$ cat src/design/spib_consts.svh
// Purpose: offsets, field positions, reset values and timing counts
// Assumes: 8-bit register port, 10 MHz core clock
// Notes: channel n registers sit at n*16 plus the offsets below
`ifndef SPIB_CONSTS_SVH
`define SPIB_CONSTS_SVH

`define SPIB_CH_MAX 5
`define SPIB_OFF_CTRL 4'h0
`define SPIB_OFF_STAT 4'h4
`define SPIB_OFF_PORT 4'h8
`define SPIB_ADDR_MSTOP 8'h50

`define SPIB_CTRL_ERR_IE 0
`define SPIB_CTRL_RX_IE 1
`define SPIB_CTRL_TX_IE 2
`define SPIB_CTRL_TX_END_FLAG_IE 3
`define SPIB_CTRL_TX_EN 4
`define SPIB_CTRL_RE 5
`define SPIB_CTRL_SMART 6
`define SPIB_CTRL_BLOCK 7

`define SPIB_STAT_TX_EMPTY 0
`define SPIB_STAT_TX_END 1
`define SPIB_STAT_RX_FULL 2
`define SPIB_STAT_OVERRUN 3
`define SPIB_STAT_FRAMING 4
`define SPIB_STAT_PARITY 5
`define SPIB_STAT_ERR_SIG 6
`define SPIB_STAT_RXD 7

`define SPIB_PORT_DIR 0
`define SPIB_PORT_DATA 1
`define SPIB_PORT_SYNC 2

`define SPIB_CTRL_RST 8'h00
`define SPIB_PORT_RST 8'h00
`define SPIB_TX_EMPTY_RST 1'b1
`define SPIB_TX_END_RST 1'b1
`define SPIB_MSTOP_RST 1'b1

`define SPIB_CLK_PERIOD_NS 100
`define SPIB_BRK_TIME_NS 100000
`define SPIB_BRK_CYCLES ((`SPIB_BRK_TIME_NS + `SPIB_CLK_PERIOD_NS - 1) / `SPIB_CLK_PERIOD_NS)

`endif

$ cat src/design/spib_pkg.sv
// Purpose: shared types of the serial interrupt and break block
// Assumes: nothing
// Notes: source codes follow the default order inside a channel
package spib_pkg;
	typedef logic [7:0] spib_byte_type;
	typedef logic [7:0] spib_addr_type;
	typedef enum logic [1:0] {
		SRC_RX_ERROR = 2'b00,
		SRC_RX_FULL = 2'b01,
		SRC_TX_EMPTY = 2'b10,
		SRC_TX_END = 2'b11
	} spib_src_type;
endpackage

$ cat src/design/spib_brk.sv
// Purpose: receive pin synchroniser and break watch for one channel
// Assumes: pin is asynchronous to core_clk
// Notes: a break keeps pulsing while the line stays low
`timescale 1ns/1ps
`default_nettype none
module spib_brk
#(
	parameter int BRK_CYCLES = 1000
)
(
	input wire logic core_clk,
	input wire logic arst_n,
	input wire logic rxd_pin,
	input wire logic watch_en,
	output logic rx_level,
	output logic brk_pulse
);
	localparam int CW = $clog2(BRK_CYCLES + 1);
	logic meta_reg;
	logic sync_reg;
	logic [CW-1:0] low_cnt_reg;
	logic brk_reg;

	initial
	begin
		if (BRK_CYCLES < 2)
			$error("BRK_CYCLES too small");
	end

	always_ff @(posedge core_clk or negedge arst_n)
	begin
		if (!arst_n)
		begin
			meta_reg <= 1'b1;
			sync_reg <= 1'b1;
		end
		else
		begin
			meta_reg <= rxd_pin;
			sync_reg <= meta_reg;
		end
	end

	// restart the count after each pulse so a held break sets framing again
	always_ff @(posedge core_clk or negedge arst_n)
	begin
		if (!arst_n)
		begin
			low_cnt_reg <= '0;
			brk_reg <= 1'b0;
		end
		else if (!watch_en || sync_reg)
		begin
			low_cnt_reg <= '0;
			brk_reg <= 1'b0;
		end
		else if (low_cnt_reg == CW'(BRK_CYCLES - 1))
		begin
			low_cnt_reg <= '0;
			brk_reg <= 1'b1;
		end
		else
		begin
			low_cnt_reg <= low_cnt_reg + CW'(1);
			brk_reg <= 1'b0;
		end
	end

	assign rx_level = sync_reg;
	assign brk_pulse = brk_reg;
endmodule
`default_nettype wire

$ cat src/design/spib_top.sv
// Purpose: interrupt requests, transfer flag handling, break and mark control
// Assumes: serial core delivers one-cycle event pulses on core_clk
// Notes: registers read back one cycle after the read strobe
//
// Local design decisions: strobed register access and the placing of the registers.
`timescale 1ns/1ps
`default_nettype none
`include "spib_consts.svh"
//
// Operation
// - transmit empty flag raises its request
// - transmit end request needs flag and enable
// - receive full flag raises its request
// - normal mode: overrun, parity, framing raise error
// - every source has own vector and enable
// - only empty and full requests start transfers
// - transfer clears flag if enabled and count nonzero
// - transmit empty ranks before transmit end
// - clearing both flags leaves no end request
// - default order channel 0 up, error first
// - smart card mode never raises transmit end
// - smart card remaps empty and error sources
// - block transfer uses the normal mapping
// - reset leaves unit stopped, registers closed
// - low line sets framing again and again
// - receive pin level readable by software
// - transmit disabled: pin follows port registers
// - dropping transmit enable resets the transmitter
// - smart card error reply sets error signal flag
module spib_top
#(
	parameter int NCH = `SPIB_CH_MAX,
	parameter int BRK_CYCLES = `SPIB_BRK_CYCLES
)
(
	input wire logic CORE_CLK,
	input wire logic ARST_N,
	input wire spib_pkg::spib_addr_type ADDR,
	input wire spib_pkg::spib_byte_type WDATA,
	input wire logic WR,
	input wire logic RD,
	output spib_pkg::spib_byte_type RDATA,
	input wire logic [NCH-1:0] EV_TX_EMPTY,
	input wire logic [NCH-1:0] EV_TX_END,
	input wire logic [NCH-1:0] EV_RX_FULL,
	input wire logic [NCH-1:0] EV_OVERRUN,
	input wire logic [NCH-1:0] EV_FRAMING,
	input wire logic [NCH-1:0] EV_PARITY,
	input wire logic [NCH-1:0] EV_ERR_SIGNAL,
	input wire logic [NCH-1:0] TX_SERIAL,
	input wire logic [NCH-1:0] RXD,
	input wire logic [NCH-1:0] XFER_TX_ACK,
	input wire logic [NCH-1:0] XFER_RX_ACK,
	input wire logic [NCH-1:0] XFER_IRQ_SELECT,
	input wire logic [NCH-1:0] XFER_CNT_NZ,
	output logic [NCH-1:0] TX_EMPTY_IRQ,
	output logic [NCH-1:0] TX_END_IRQ,
	output logic [NCH-1:0] RX_FULL_IRQ,
	output logic [NCH-1:0] RX_ERROR_IRQ,
	output logic [NCH-1:0] XFER_TX_REQ,
	output logic [NCH-1:0] XFER_RX_REQ,
	output logic IRQ_TOP_VALID,
	output logic [4:0] IRQ_TOP_ID,
	output logic [NCH-1:0] TXD_O,
	output logic [NCH-1:0] TXD_OE,
	output logic [NCH-1:0] TX_INIT
);
	import spib_pkg::*;

	initial
	begin
		if (NCH < 1 || NCH > `SPIB_CH_MAX)
			$error("NCH out of range");
	end

	logic mstop_reg;
	spib_byte_type ctrl_reg [NCH];
	spib_byte_type port_reg [NCH];
	logic [NCH-1:0] tx_empty_reg;
	logic [NCH-1:0] tx_end_reg;
	logic [NCH-1:0] rx_full_reg;
	logic [NCH-1:0] overrun_reg;
	logic [NCH-1:0] framing_reg;
	logic [NCH-1:0] parity_reg;
	logic [NCH-1:0] err_sig_reg;
	logic [NCH-1:0] tx_en_d_reg;
	logic [NCH-1:0] txd_o_reg;
	logic [NCH-1:0] txd_oe_reg;
	logic [NCH-1:0] tx_init_reg;
	spib_byte_type rdata_reg;
	logic top_valid_reg;
	logic [4:0] top_id_reg;
	logic [NCH-1:0] rx_level;
	logic [NCH-1:0] brk_pulse;
	logic [NCH-1:0] watch_en;
	logic [NCH-1:0] smart;
	logic [NCH-1:0] tx_en;
	logic [NCH-1:0] re;
	logic [NCH-1:0] tx_clr_ok;
	logic [NCH-1:0] rx_clr_ok;
	logic [NCH-1:0] stat_wr;
	logic [2:0] ch_idx;
	logic [3:0] off;
	logic chan_hit;
	logic wr_ok;
	logic rd_ok;
	logic [4:0] top_id_next;
	logic top_valid_next;
	logic [4*NCH-1:0] pend;

	assign ch_idx = ADDR[6:4];
	assign off = ADDR[3:0];
	assign chan_hit = !ADDR[7] && ({1'b0, ch_idx} < 4'(NCH));
	// a stopped unit ignores channel accesses; only the stop bit answers
	assign wr_ok = WR && chan_hit && !mstop_reg;
	assign rd_ok = RD && chan_hit && !mstop_reg;

	genvar g;
	generate
		for (g = 0; g < NCH; g++)
		begin : g_ch
			assign watch_en[g] = re[g] && !port_reg[g][`SPIB_PORT_SYNC];
			spib_brk #(.BRK_CYCLES(BRK_CYCLES)) u_brk
			(
				.core_clk(CORE_CLK),
				.arst_n(ARST_N),
				.rxd_pin(RXD[g]),
				.watch_en(watch_en[g]),
				.rx_level(rx_level[g]),
				.brk_pulse(brk_pulse[g])
			);
		end
	endgenerate

	always_comb
	begin
		for (int i = 0; i < NCH; i++)
		begin
			tx_en[i] = ctrl_reg[i][`SPIB_CTRL_TX_EN];
			re[i] = ctrl_reg[i][`SPIB_CTRL_RE];
			smart[i] = ctrl_reg[i][`SPIB_CTRL_SMART] && !ctrl_reg[i][`SPIB_CTRL_BLOCK];
			stat_wr[i] = wr_ok && (ch_idx == 3'(i)) && (off == `SPIB_OFF_STAT);
			tx_clr_ok[i] = XFER_TX_ACK[i] && !XFER_IRQ_SELECT[i] && XFER_CNT_NZ[i];
			rx_clr_ok[i] = XFER_RX_ACK[i] && !XFER_IRQ_SELECT[i] && XFER_CNT_NZ[i];
		end
	end

	always_ff @(posedge CORE_CLK or negedge ARST_N)
	begin
		if (!ARST_N)
			mstop_reg <= `SPIB_MSTOP_RST;
		else if (WR && ADDR == `SPIB_ADDR_MSTOP)
			mstop_reg <= WDATA[0];
	end

	always_ff @(posedge CORE_CLK or negedge ARST_N)
	begin
		if (!ARST_N)
		begin
			for (int i = 0; i < NCH; i++)
			begin
				ctrl_reg[i] <= `SPIB_CTRL_RST;
				port_reg[i] <= `SPIB_PORT_RST;
			end
		end
		else
		begin
			for (int i = 0; i < NCH; i++)
			begin
				if (mstop_reg)
				begin
					ctrl_reg[i] <= `SPIB_CTRL_RST;
					port_reg[i] <= `SPIB_PORT_RST;
				end
				else if (wr_ok && ch_idx == 3'(i) && off == `SPIB_OFF_CTRL)
					ctrl_reg[i] <= WDATA;
				else if (wr_ok && ch_idx == 3'(i) && off == `SPIB_OFF_PORT)
					port_reg[i] <= WDATA;
			end
		end
	end

	// status bits clear by writing 0; a set event in the same cycle wins
	always_ff @(posedge CORE_CLK or negedge ARST_N)
	begin
		if (!ARST_N)
		begin
			tx_empty_reg <= {NCH{`SPIB_TX_EMPTY_RST}};
			tx_end_reg <= {NCH{`SPIB_TX_END_RST}};
			rx_full_reg <= '0;
			overrun_reg <= '0;
			framing_reg <= '0;
			parity_reg <= '0;
			err_sig_reg <= '0;
		end
		else
		begin
			for (int i = 0; i < NCH; i++)
			begin
				if (mstop_reg)
				begin
					tx_empty_reg[i] <= `SPIB_TX_EMPTY_RST;
					tx_end_reg[i] <= `SPIB_TX_END_RST;
					rx_full_reg[i] <= 1'b0;
					overrun_reg[i] <= 1'b0;
					framing_reg[i] <= 1'b0;
					parity_reg[i] <= 1'b0;
					err_sig_reg[i] <= 1'b0;
				end
				else
				begin
					tx_empty_reg[i] <= EV_TX_EMPTY[i] || (tx_empty_reg[i]
						&& !(stat_wr[i] && !WDATA[`SPIB_STAT_TX_EMPTY])
						&& !tx_clr_ok[i]);
					// smart card transfers clear the end flag together with empty
					tx_end_reg[i] <= EV_TX_END[i] || (tx_end_reg[i]
						&& !(stat_wr[i] && !WDATA[`SPIB_STAT_TX_END])
						&& !(smart[i] && tx_clr_ok[i]));
					rx_full_reg[i] <= (EV_RX_FULL[i] && re[i]) || (rx_full_reg[i]
						&& !(stat_wr[i] && !WDATA[`SPIB_STAT_RX_FULL])
						&& !rx_clr_ok[i]);
					overrun_reg[i] <= (EV_OVERRUN[i] && re[i]) || (overrun_reg[i]
						&& !(stat_wr[i] && !WDATA[`SPIB_STAT_OVERRUN]));
					framing_reg[i] <= ((EV_FRAMING[i] && re[i]) || brk_pulse[i])
						|| (framing_reg[i]
						&& !(stat_wr[i] && !WDATA[`SPIB_STAT_FRAMING]));
					parity_reg[i] <= (EV_PARITY[i] && re[i]) || (parity_reg[i]
						&& !(stat_wr[i] && !WDATA[`SPIB_STAT_PARITY]));
					err_sig_reg[i] <= (EV_ERR_SIGNAL[i] && smart[i] && tx_en[i])
						|| (err_sig_reg[i]
						&& !(stat_wr[i] && !WDATA[`SPIB_STAT_ERR_SIG]));
				end
			end
		end
	end

	// request lines are levels straight from flags and enables
	always_comb
	begin
		for (int i = 0; i < NCH; i++)
		begin
			TX_EMPTY_IRQ[i] = ctrl_reg[i][`SPIB_CTRL_TX_IE]
				&& (smart[i] ? tx_end_reg[i] : tx_empty_reg[i]);
			TX_END_IRQ[i] = ctrl_reg[i][`SPIB_CTRL_TX_END_FLAG_IE] && tx_end_reg[i]
				&& !smart[i];
			RX_FULL_IRQ[i] = ctrl_reg[i][`SPIB_CTRL_RX_IE] && rx_full_reg[i];
			RX_ERROR_IRQ[i] = ctrl_reg[i][`SPIB_CTRL_ERR_IE] && (overrun_reg[i]
				|| parity_reg[i] || (smart[i] ? err_sig_reg[i] : framing_reg[i]));
			XFER_TX_REQ[i] = TX_EMPTY_IRQ[i];
			XFER_RX_REQ[i] = RX_FULL_IRQ[i];
			pend[4*i+0] = RX_ERROR_IRQ[i];
			pend[4*i+1] = RX_FULL_IRQ[i];
			pend[4*i+2] = TX_EMPTY_IRQ[i];
			pend[4*i+3] = TX_END_IRQ[i];
		end
	end

	// scan from the highest number down, so the lowest pending number and channel 0 receive error win
	always_comb
	begin
		top_valid_next = 1'b0;
		top_id_next = 5'h0;
		for (int k = 4 * NCH - 1; k >= 0; k--)
		begin
			if (pend[k])
			begin
				top_valid_next = 1'b1;
				top_id_next = 5'(k);
			end
		end
	end

	always_ff @(posedge CORE_CLK or negedge ARST_N)
	begin
		if (!ARST_N)
		begin
			top_valid_reg <= 1'b0;
			top_id_reg <= 5'h0;
		end
		else
		begin
			top_valid_reg <= top_valid_next;
			top_id_reg <= top_id_next;
		end
	end

	// pin is registered so it never glitches while enable changes
	always_ff @(posedge CORE_CLK or negedge ARST_N)
	begin
		if (!ARST_N)
		begin
			tx_en_d_reg <= '0;
			txd_o_reg <= '0;
			txd_oe_reg <= '0;
			tx_init_reg <= '0;
		end
		else
		begin
			for (int i = 0; i < NCH; i++)
			begin
				tx_en_d_reg[i] <= tx_en[i];
				tx_init_reg[i] <= tx_en_d_reg[i] && !tx_en[i];
				txd_o_reg[i] <= tx_en[i] ? TX_SERIAL[i] : port_reg[i][`SPIB_PORT_DATA];
				txd_oe_reg[i] <= tx_en[i] ? 1'b1 : port_reg[i][`SPIB_PORT_DIR];
			end
		end
	end

	always_ff @(posedge CORE_CLK or negedge ARST_N)
	begin
		if (!ARST_N)
			rdata_reg <= 8'h00;
		else if (RD && ADDR == `SPIB_ADDR_MSTOP)
			rdata_reg <= {7'h00, mstop_reg};
		else if (rd_ok && off == `SPIB_OFF_CTRL)
			rdata_reg <= ctrl_reg[ch_idx];
		else if (rd_ok && off == `SPIB_OFF_PORT)
			rdata_reg <= port_reg[ch_idx] & 8'h07;
		else if (rd_ok && off == `SPIB_OFF_STAT)
		begin
			rdata_reg[`SPIB_STAT_TX_EMPTY] <= tx_empty_reg[ch_idx];
			rdata_reg[`SPIB_STAT_TX_END] <= tx_end_reg[ch_idx];
			rdata_reg[`SPIB_STAT_RX_FULL] <= rx_full_reg[ch_idx];
			rdata_reg[`SPIB_STAT_OVERRUN] <= overrun_reg[ch_idx];
			rdata_reg[`SPIB_STAT_FRAMING] <= framing_reg[ch_idx];
			rdata_reg[`SPIB_STAT_PARITY] <= parity_reg[ch_idx];
			rdata_reg[`SPIB_STAT_ERR_SIG] <= err_sig_reg[ch_idx];
			rdata_reg[`SPIB_STAT_RXD] <= rx_level[ch_idx];
		end
		else
			rdata_reg <= 8'h00;
	end

	assign RDATA = rdata_reg;
	assign IRQ_TOP_VALID = top_valid_reg;
	assign IRQ_TOP_ID = top_id_reg;
	assign TXD_O = txd_o_reg;
	assign TXD_OE = txd_oe_reg;
	assign TX_INIT = tx_init_reg;
endmodule
`default_nettype wire

$ cat config.mk
export PLATFORM = sky130hd
export DESIGN_NAME = spib_top
export DESIGN_NICKNAME = d
export VERILOG_FILES = /design/src/design/spib_pkg.sv /design/src/design/spib_brk.sv /design/src/design/spib_top.sv
export VERILOG_INCLUDE_DIRS = /design/src /design/src/design
export SDC_FILE = /design/constraint.sdc
export NUM_CORES = 1
export LEC_CHECK = 0
export BUFFER_PORTS_ARGS = -buffer_cell sky130_fd_sc_hd__buf_2
export CORE_MARGIN = 2
export CORE_UTILIZATION = 35
export CTS_BUF_LIST = sky130_fd_sc_hd__clkbuf_4 sky130_fd_sc_hd__clkbuf_8 sky130_fd_sc_hd__clkbuf_16
export CTS_CLUSTER_DIAMETER = 200
export CTS_CLUSTER_SIZE = 12
export DETAILED_ROUTE_END_ITERATION = 7
export GPL_TIMING_DRIVEN = 0
export SYNTH_ARGS = -nofsm -noshare
export SYNTH_HDL_FRONTEND = slang
export SYNTH_SLANG_ARGS = --single-unit
$ cat constraint.sdc
create_clock -name CORE_CLK -period 2 [get_ports CORE_CLK]
set_clock_uncertainty 0.15 [all_clocks]
set_input_delay 0.2 -clock CORE_CLK [delete_from_list [all_inputs] [get_ports CORE_CLK]]
set_output_delay 0.2 -clock CORE_CLK [all_outputs]
set_load 0.005 [all_outputs]
### Word-level counts from Yosys, hierarchy flattened

Cells that the tools add are included.

* memories: 0
* bits in read-only memories: 0
* logic and storage cells: 608
* memory bits (writable): 0
* latch bits: 0
* output and inout bits: 59
* register bits after elaboration: 215
* input port bits: 85

* bitwise logic cells: 1
* magnitude comparators: 3
* shift-type cells: 0
* equal/unequal tests: 17
* muxes and demuxes: 166
* reductions and logical operators: 371
* add/sub/neg operators: 5
* multiply operators: 0
* div/mod/pow operators: 0

Operators with widths (number)
* $mux 8: 31
* $logic_and 1x1->1: 210
* $mux 10: 10
* $mux 5: 20
* $mux 1: 93
* $logic_not 1->1: 89
* $logic_or 1x1->1: 55
* $add 10x1->10 const B: 5
* $eq 10x10->1 const B: 5
* $bmux 8 s3: 2
* $bmux 1 s3: 8
* $reduce_bool 2->1: 10
* $ne 2x2->1 const B: 5
* $reduce_and 2->1: 5
* $eq 8x7->1 const B: 1
* $eq 3x2->1 const B: 2
* $mux 3: 2
* $eq 4x3->1 const B: 1
* $eq 4x4->1 const B: 1
* $ge 4x4->1 const B: 1
* $logic_not 4->1: 1
* $lt 3x4->1 const B: 1
* $not 3->4: 1
* $eq 3x1->1 const B: 1
* 3 further kinds: 3

### Longest topological paths before layout

* depth in word-level cells: 24
* gate-level depth with buffers: 8
* depth with buffers taken out: 6

### Cells and area by module

From an unflattened synthesis, not the netlist that was laid out.

* cell total of the unflattened synthesis: 918
* area, all modules: 9369.0 um2

Modules (own cells, without submodules)
* spib_top: times used 1, cells each 638, sequential area each 3141.8 um2, area an instance 6453.7 um2
* spib_brk: times used 5, cells each 56, sequential area each 327.8 um2, area an instance 583.1 um2

### Worst setup path after synthesis

No wires, ideal clock.

* kind: flip-flop to flip-flop
* from: register ctrl_reg[22] (netlist bit)
* to: register top_id_reg[4] (netlist: IRQ_TOP_ID[4])
* data arrival time: 1772 ps
* library setup time: 89 ps
* path buffers: 1
* period minus slack after synthesis: 2010 ps
* required time: 1761 ps
* stages on the path, launching flop included: 8
* slack: -10 ps
* cells stage by stage: dfrtp_1 -> nand2b_1 -> clkbuf_1 -> mux2_2 -> o31a_1 -> nor2_1 -> and3b_1 -> nor3b_1

* elaborated cells on any way between the ends: 20
* those cells by class: mux (14); reduce/logical (6)

RTL lines
* from (decl): line spib_top.sv:77 `spib_byte_type ctrl_reg [NCH];`
* from (signal, indexed assignment): line spib_top.sv:162 `` ctrl_reg[i] <= `SPIB_CTRL_RST; ``
* from (signal, indexed assignment): line spib_top.sv:172 `` ctrl_reg[i] <= `SPIB_CTRL_RST; ``
* $logic_and 1x1->1: line spib_top.sv:141 `` smart[i] = ctrl_reg[i][`SPIB_CTRL_SMART] && !ctrl_reg[i][`SPIB_CTRL_BLOCK]; ``
* $mux 1: line spib_top.sv:248 `|| parity_reg[i] || (smart[i] ? err_sig_reg[i] : framing_reg[i]));`
* $logic_or 1x1->1: line spib_top.sv:248
* $logic_and 1x1->1: line spib_top.sv:247 `` RX_ERROR_IRQ[i] = ctrl_reg[i][`SPIB_CTRL_ERR_IE] && (overrun_reg[i] ``
* via RX_ERROR_IRQ[2]: line spib_top.sv:59 `output logic [NCH-1:0] RX_ERROR_IRQ,`
* $mux 5 (9 in a row): line spib_top.sv:265 `if (pend[k])`
* via top_id_next[4]: line spib_top.sv:107 `logic [4:0] top_id_next;`
* to (signal assigned): line spib_top.sv:283 `top_id_reg <= top_id_next;`
* to (decl): line spib_top.sv:92 `logic [4:0] top_id_reg;`

The timed path passes the listed nets, and every way through them passes these cells.
A chain may end at the register's enable or synchronous reset.

### Worst setup path after layout

* from: register ctrl_reg[23] (netlist bit)
* to: output RX_ERROR_IRQ[2]

* word-level cells in the longest chain between the ends: 5

RTL lines (line)
* $logic_not 1->1: spib_top.sv:141
* $logic_and 1x1->1: spib_top.sv:141
* $mux 1: spib_top.sv:248
* $logic_or 1x1->1: spib_top.sv:248
* $logic_and 1x1->1: spib_top.sv:247
* to (decl): spib_top.sv:59

No other way between the ends.

==> key figures <==
Global route
  – Largest net degree at the start of global routing: about 110
  – First-pass GRT wire length: 44000 um
  – Grt total ovfl: 0
  – GRT Total Usage: 0.205
  – Antenna violations before repair: 0
  – Vias in the first global route: ~8k

Routing
  – Final WL: roughly 28000 um
  – Drt drc: 0
  – Vias per inst: just over 5
  – Wire length per cell: between 15 and 20 um
  – Via count: 7707
  – Number of DRC markers in iteration 0: 558
  – DRT Pass-1 Iters: 5
  – Final ANT Viol Nets: 0

CTS
  – Worst-Skew Late Latency: ~0.44 ns
  – Clk root buf: clkbuf_16
  – Clock transition at the registers of the reported paths: approximately 0.070 ns
  – Clk buf depth: 2
  – H-tree Lvls: 4
  – CTS tree: yes
  – Total CTS buffers: 17
  – CTS sink count: 190

Worst setup path
  – Crit path DAT: about 1.8 ns
  – Crit Path Category: reg -> out
  – CP max FO: 2
  – Critical-path cell list: nand2b_4 -> mux2_4 -> o31a_1 -> buf_2
  – Max incr delay on CP: between 0.4 and 0.5 ns
  – Worst Setup End Kind: primary output
  – R2R Setup Slk: -0.07 ns
  – Slowest-stage cell, CP: dfrtp_1
  – WP data required: ~1.7 ns
  – Crit start category: register

Cells and area
  – Share of cells above drive strength 1: 0.273
  – Layout Cells excl Fill: around 1.5k
  – Final core utilization: 0.460
  – Fin nets: around 1.2k
  – Final Cell Area: between 0.01 and 0.015 mm^2
  – Layout area overhead: 29.5%
  – Diode count: 0
  – Max reg flops: 50
  – Fillers: 2443

Min path
  – Path type of the worst min-delay path: in -> reg

STA
  – Least-Margin Pin Slew: between 0.8 and 0.9 ns
  – Fin crit period: around 2.1 ns
  – Fin. max-slew vios: 0
  – Fmax: ~470 MHz
  – Final setup fails: 8
  – Setup WS post-layout: -0.110 ns
  – RSZ-0062 raised after global routing: true
  – Slew Limit Headroom: 0.438
  – Tcrit/Tclk final: 1.05
  – Endpoints failing hold: 0

Floorplan
  – Core area: around 0.026 mm^2
  – Die Width: between 150 and 200 um
  – Ports: around 140
  – Chip height: around 170 um
  – Initial Util: 0.355
  – Die Area: roughly 0.028 mm^2
  – # rows: 59

Synth
  – Synthesized flop and latch total: 190
  – Syn avg cell area: 10.2 um^2
  – Mapped Area: roughly 0.0092 mm^2
  – Yosys warning count: 0
  – Synth async-reset ratio: 1.00
  – Post-synth EDFFs: 0
  – Synth top area share: 0.460
  – Synth area leader: dfrtp_1
  – Top FF cell, synth: dfrtp_1
  – Top post-synthesis cells by area: dfrtp_1, dfstp_2, nor2_1, mux2i_1, nand2_1
  – Post-synthesis cell count: about 900
  – Cell with the most instances after synthesis: dfrtp_1
  – Post-Syn Nets: 994
  – Seq/Total Area, Yosys: 0.520
  – Commonest cells post-synth: dfrtp_1, nor2_1, nand2_1
  – Yosys cell types: 62

Placed design
  – DP Cell Count: ~1.4k
  – HPWL Detailed: ~20000 um
  – Area after DPL: slightly above 0.01 mm^2
  – Port buffer count: approximately 140
  – Gpl congestion: 0.943

Power and ir drop
  – Leak: approximately 5.4 nW
  – Total Power: around 9.4 mW
  – Power Density: slightly below 800 mW/mm^2
  – Maximum VDD drop: roughly 0.5 mV

Status
  – Status: complete, but fails checks
  – Failing checks: negative setup slack

Run
  – Max cap viols: 0
## repair_timing
action / 4_1_cts / 5_1_grt
setup buffers: 10 / 9
hold buffers: 59 / 0
setup endpoints to repair: 101 / 41
gates resized for setup: 43 / 18
pin swaps: 9 / 7
hold endpoints to repair: 145 / 0
## cell usage in the layout, fill, tap and decap left out, types with 16 or more instances in the layout
| cell type | synthesis | routed |
|---|---|---|
| dfrtp_1 | 169 | 165 |
| nor2_1 | 141 | 138 |
| buf_2 | 5 | 138 |
| nand2_1 | 102 | 100 |
| dlygate4sd3_1 | 0 | 59 |
| a21oi_1 | 52 | 52 |
| mux2i_1 | 44 | 44 |
| o21ai_0 | 39 | 39 |
| nand3_1 | 28 | 27 |
| buf_4 | 11 | 27 |
| xnor2_1 | 25 | 25 |
| dfstp_2 | 21 | 21 |
| mux2_2 | 20 | 19 |
| clkbuf_1 | 29 | 18 |
| clkbuf_16 | 0 | 17 |
| inv_1 | 16 | 16 |
## cell families (layout without fill, tap and decap cells)
| group | count (synthesis) | in the layout | synth area share |
|---|---|---|---|
| compound gates | 164 | 164 | 0.111 |
| xor+xnor | 39 | 39 | 0.0371 |
| fa+ha+maj | 5 | 5 | 0.00680 |
| buf+inv | 63 | 309 | 0.0309 |
| flops | 190 | 190 | 0.520 |
| mux | 78 | 78 | 0.107 |
| simple gates | 365 | 365 | 0.188 |
## per-layer routing
layer	vias to the layer above	track usage	wire length (um)	part of all wire
met3	29	0.0439	1880	0.068
met5	-	0	0	0
met4	0	0.0658	505	0.018
met1	3804	0.285	12300	0.44
li1	3608	-	-	-
met2	266	0.322	13000	0.47
## per-stage QoR
stage | setup TNS [ns] | setup slack [ns] | hold WS, ns
after floorplan | 0 | 0.0670 | -0.246
after global placement | -508.57 | -2.63 | 0.157
after detailed placement | -36.43 | -0.578 | 0.156
after CTS | -1.44 | -0.242 | 0.0000481
after global routing | -0.821 | -0.132 | 0.0420
final | -0.438 | -0.110 | 0.00770
## worst max-delay path: cells and delay by family, from the launching register on
family	cells	cell delay, ns
AO/OA/AOI/OAI	1	0.29
multiplexers	1	0.30
AND/OR/NAND/NOR	1	0.17
flip-flops	1	0.42
buffers and inverters	1	0.14
## path summary, 6_finish.rpt
check,cells past startpoint,end,from
min,5,tx_empty_reg[3]$_DFF_PN1_,XFER_IRQ_SELECT[3]
max,4,RX_ERROR_IRQ[2],ctrl_reg[23]$_DFFE_PN0P_
min in group asynchronous,2,g_ch[4].u_brk.low_cnt_reg[6]$_DFF_PN0_,ARST_N
max reg2reg,7,IRQ_TOP_ID[4]$_DFF_PN0_,ctrl_reg[23]$_DFFE_PN0P_
min reg2reg,0,g_ch[2].u_brk.rx_level$_DFF_PN1_,g_ch[2].u_brk.meta_reg$_DFF_PN1_
max in group asynchronous,3,g_ch[0].u_brk.meta_reg$_DFF_PN1_,ARST_N
## where the power goes
| part | switching, mW | total, mW | internal, mW |
|---|---|---|---|
| clock | 1.54 | 3.59 | 2.04 |
| combinational | 0.673 | 1.32 | 0.651 |
| sequential | 0.315 | 4.51 | 4.19 |
| total | 2.53 | 9.42 | 6.88 |
## cell type report
class                   instances  area (um^2)  area share
multi-input cells             651         4320       0.362
clock buffers                  20          454      0.0381
repair buffers                215         1480       0.125
flip-flops and latches        190         4790       0.402
plain buffers                  44          225      0.0189
clock inverters                12          160      0.0134
well taps                     335          419      0.0352
inverters                      18         67.6     0.00567
Note: power is estimated with default switching activity, not from simulation.
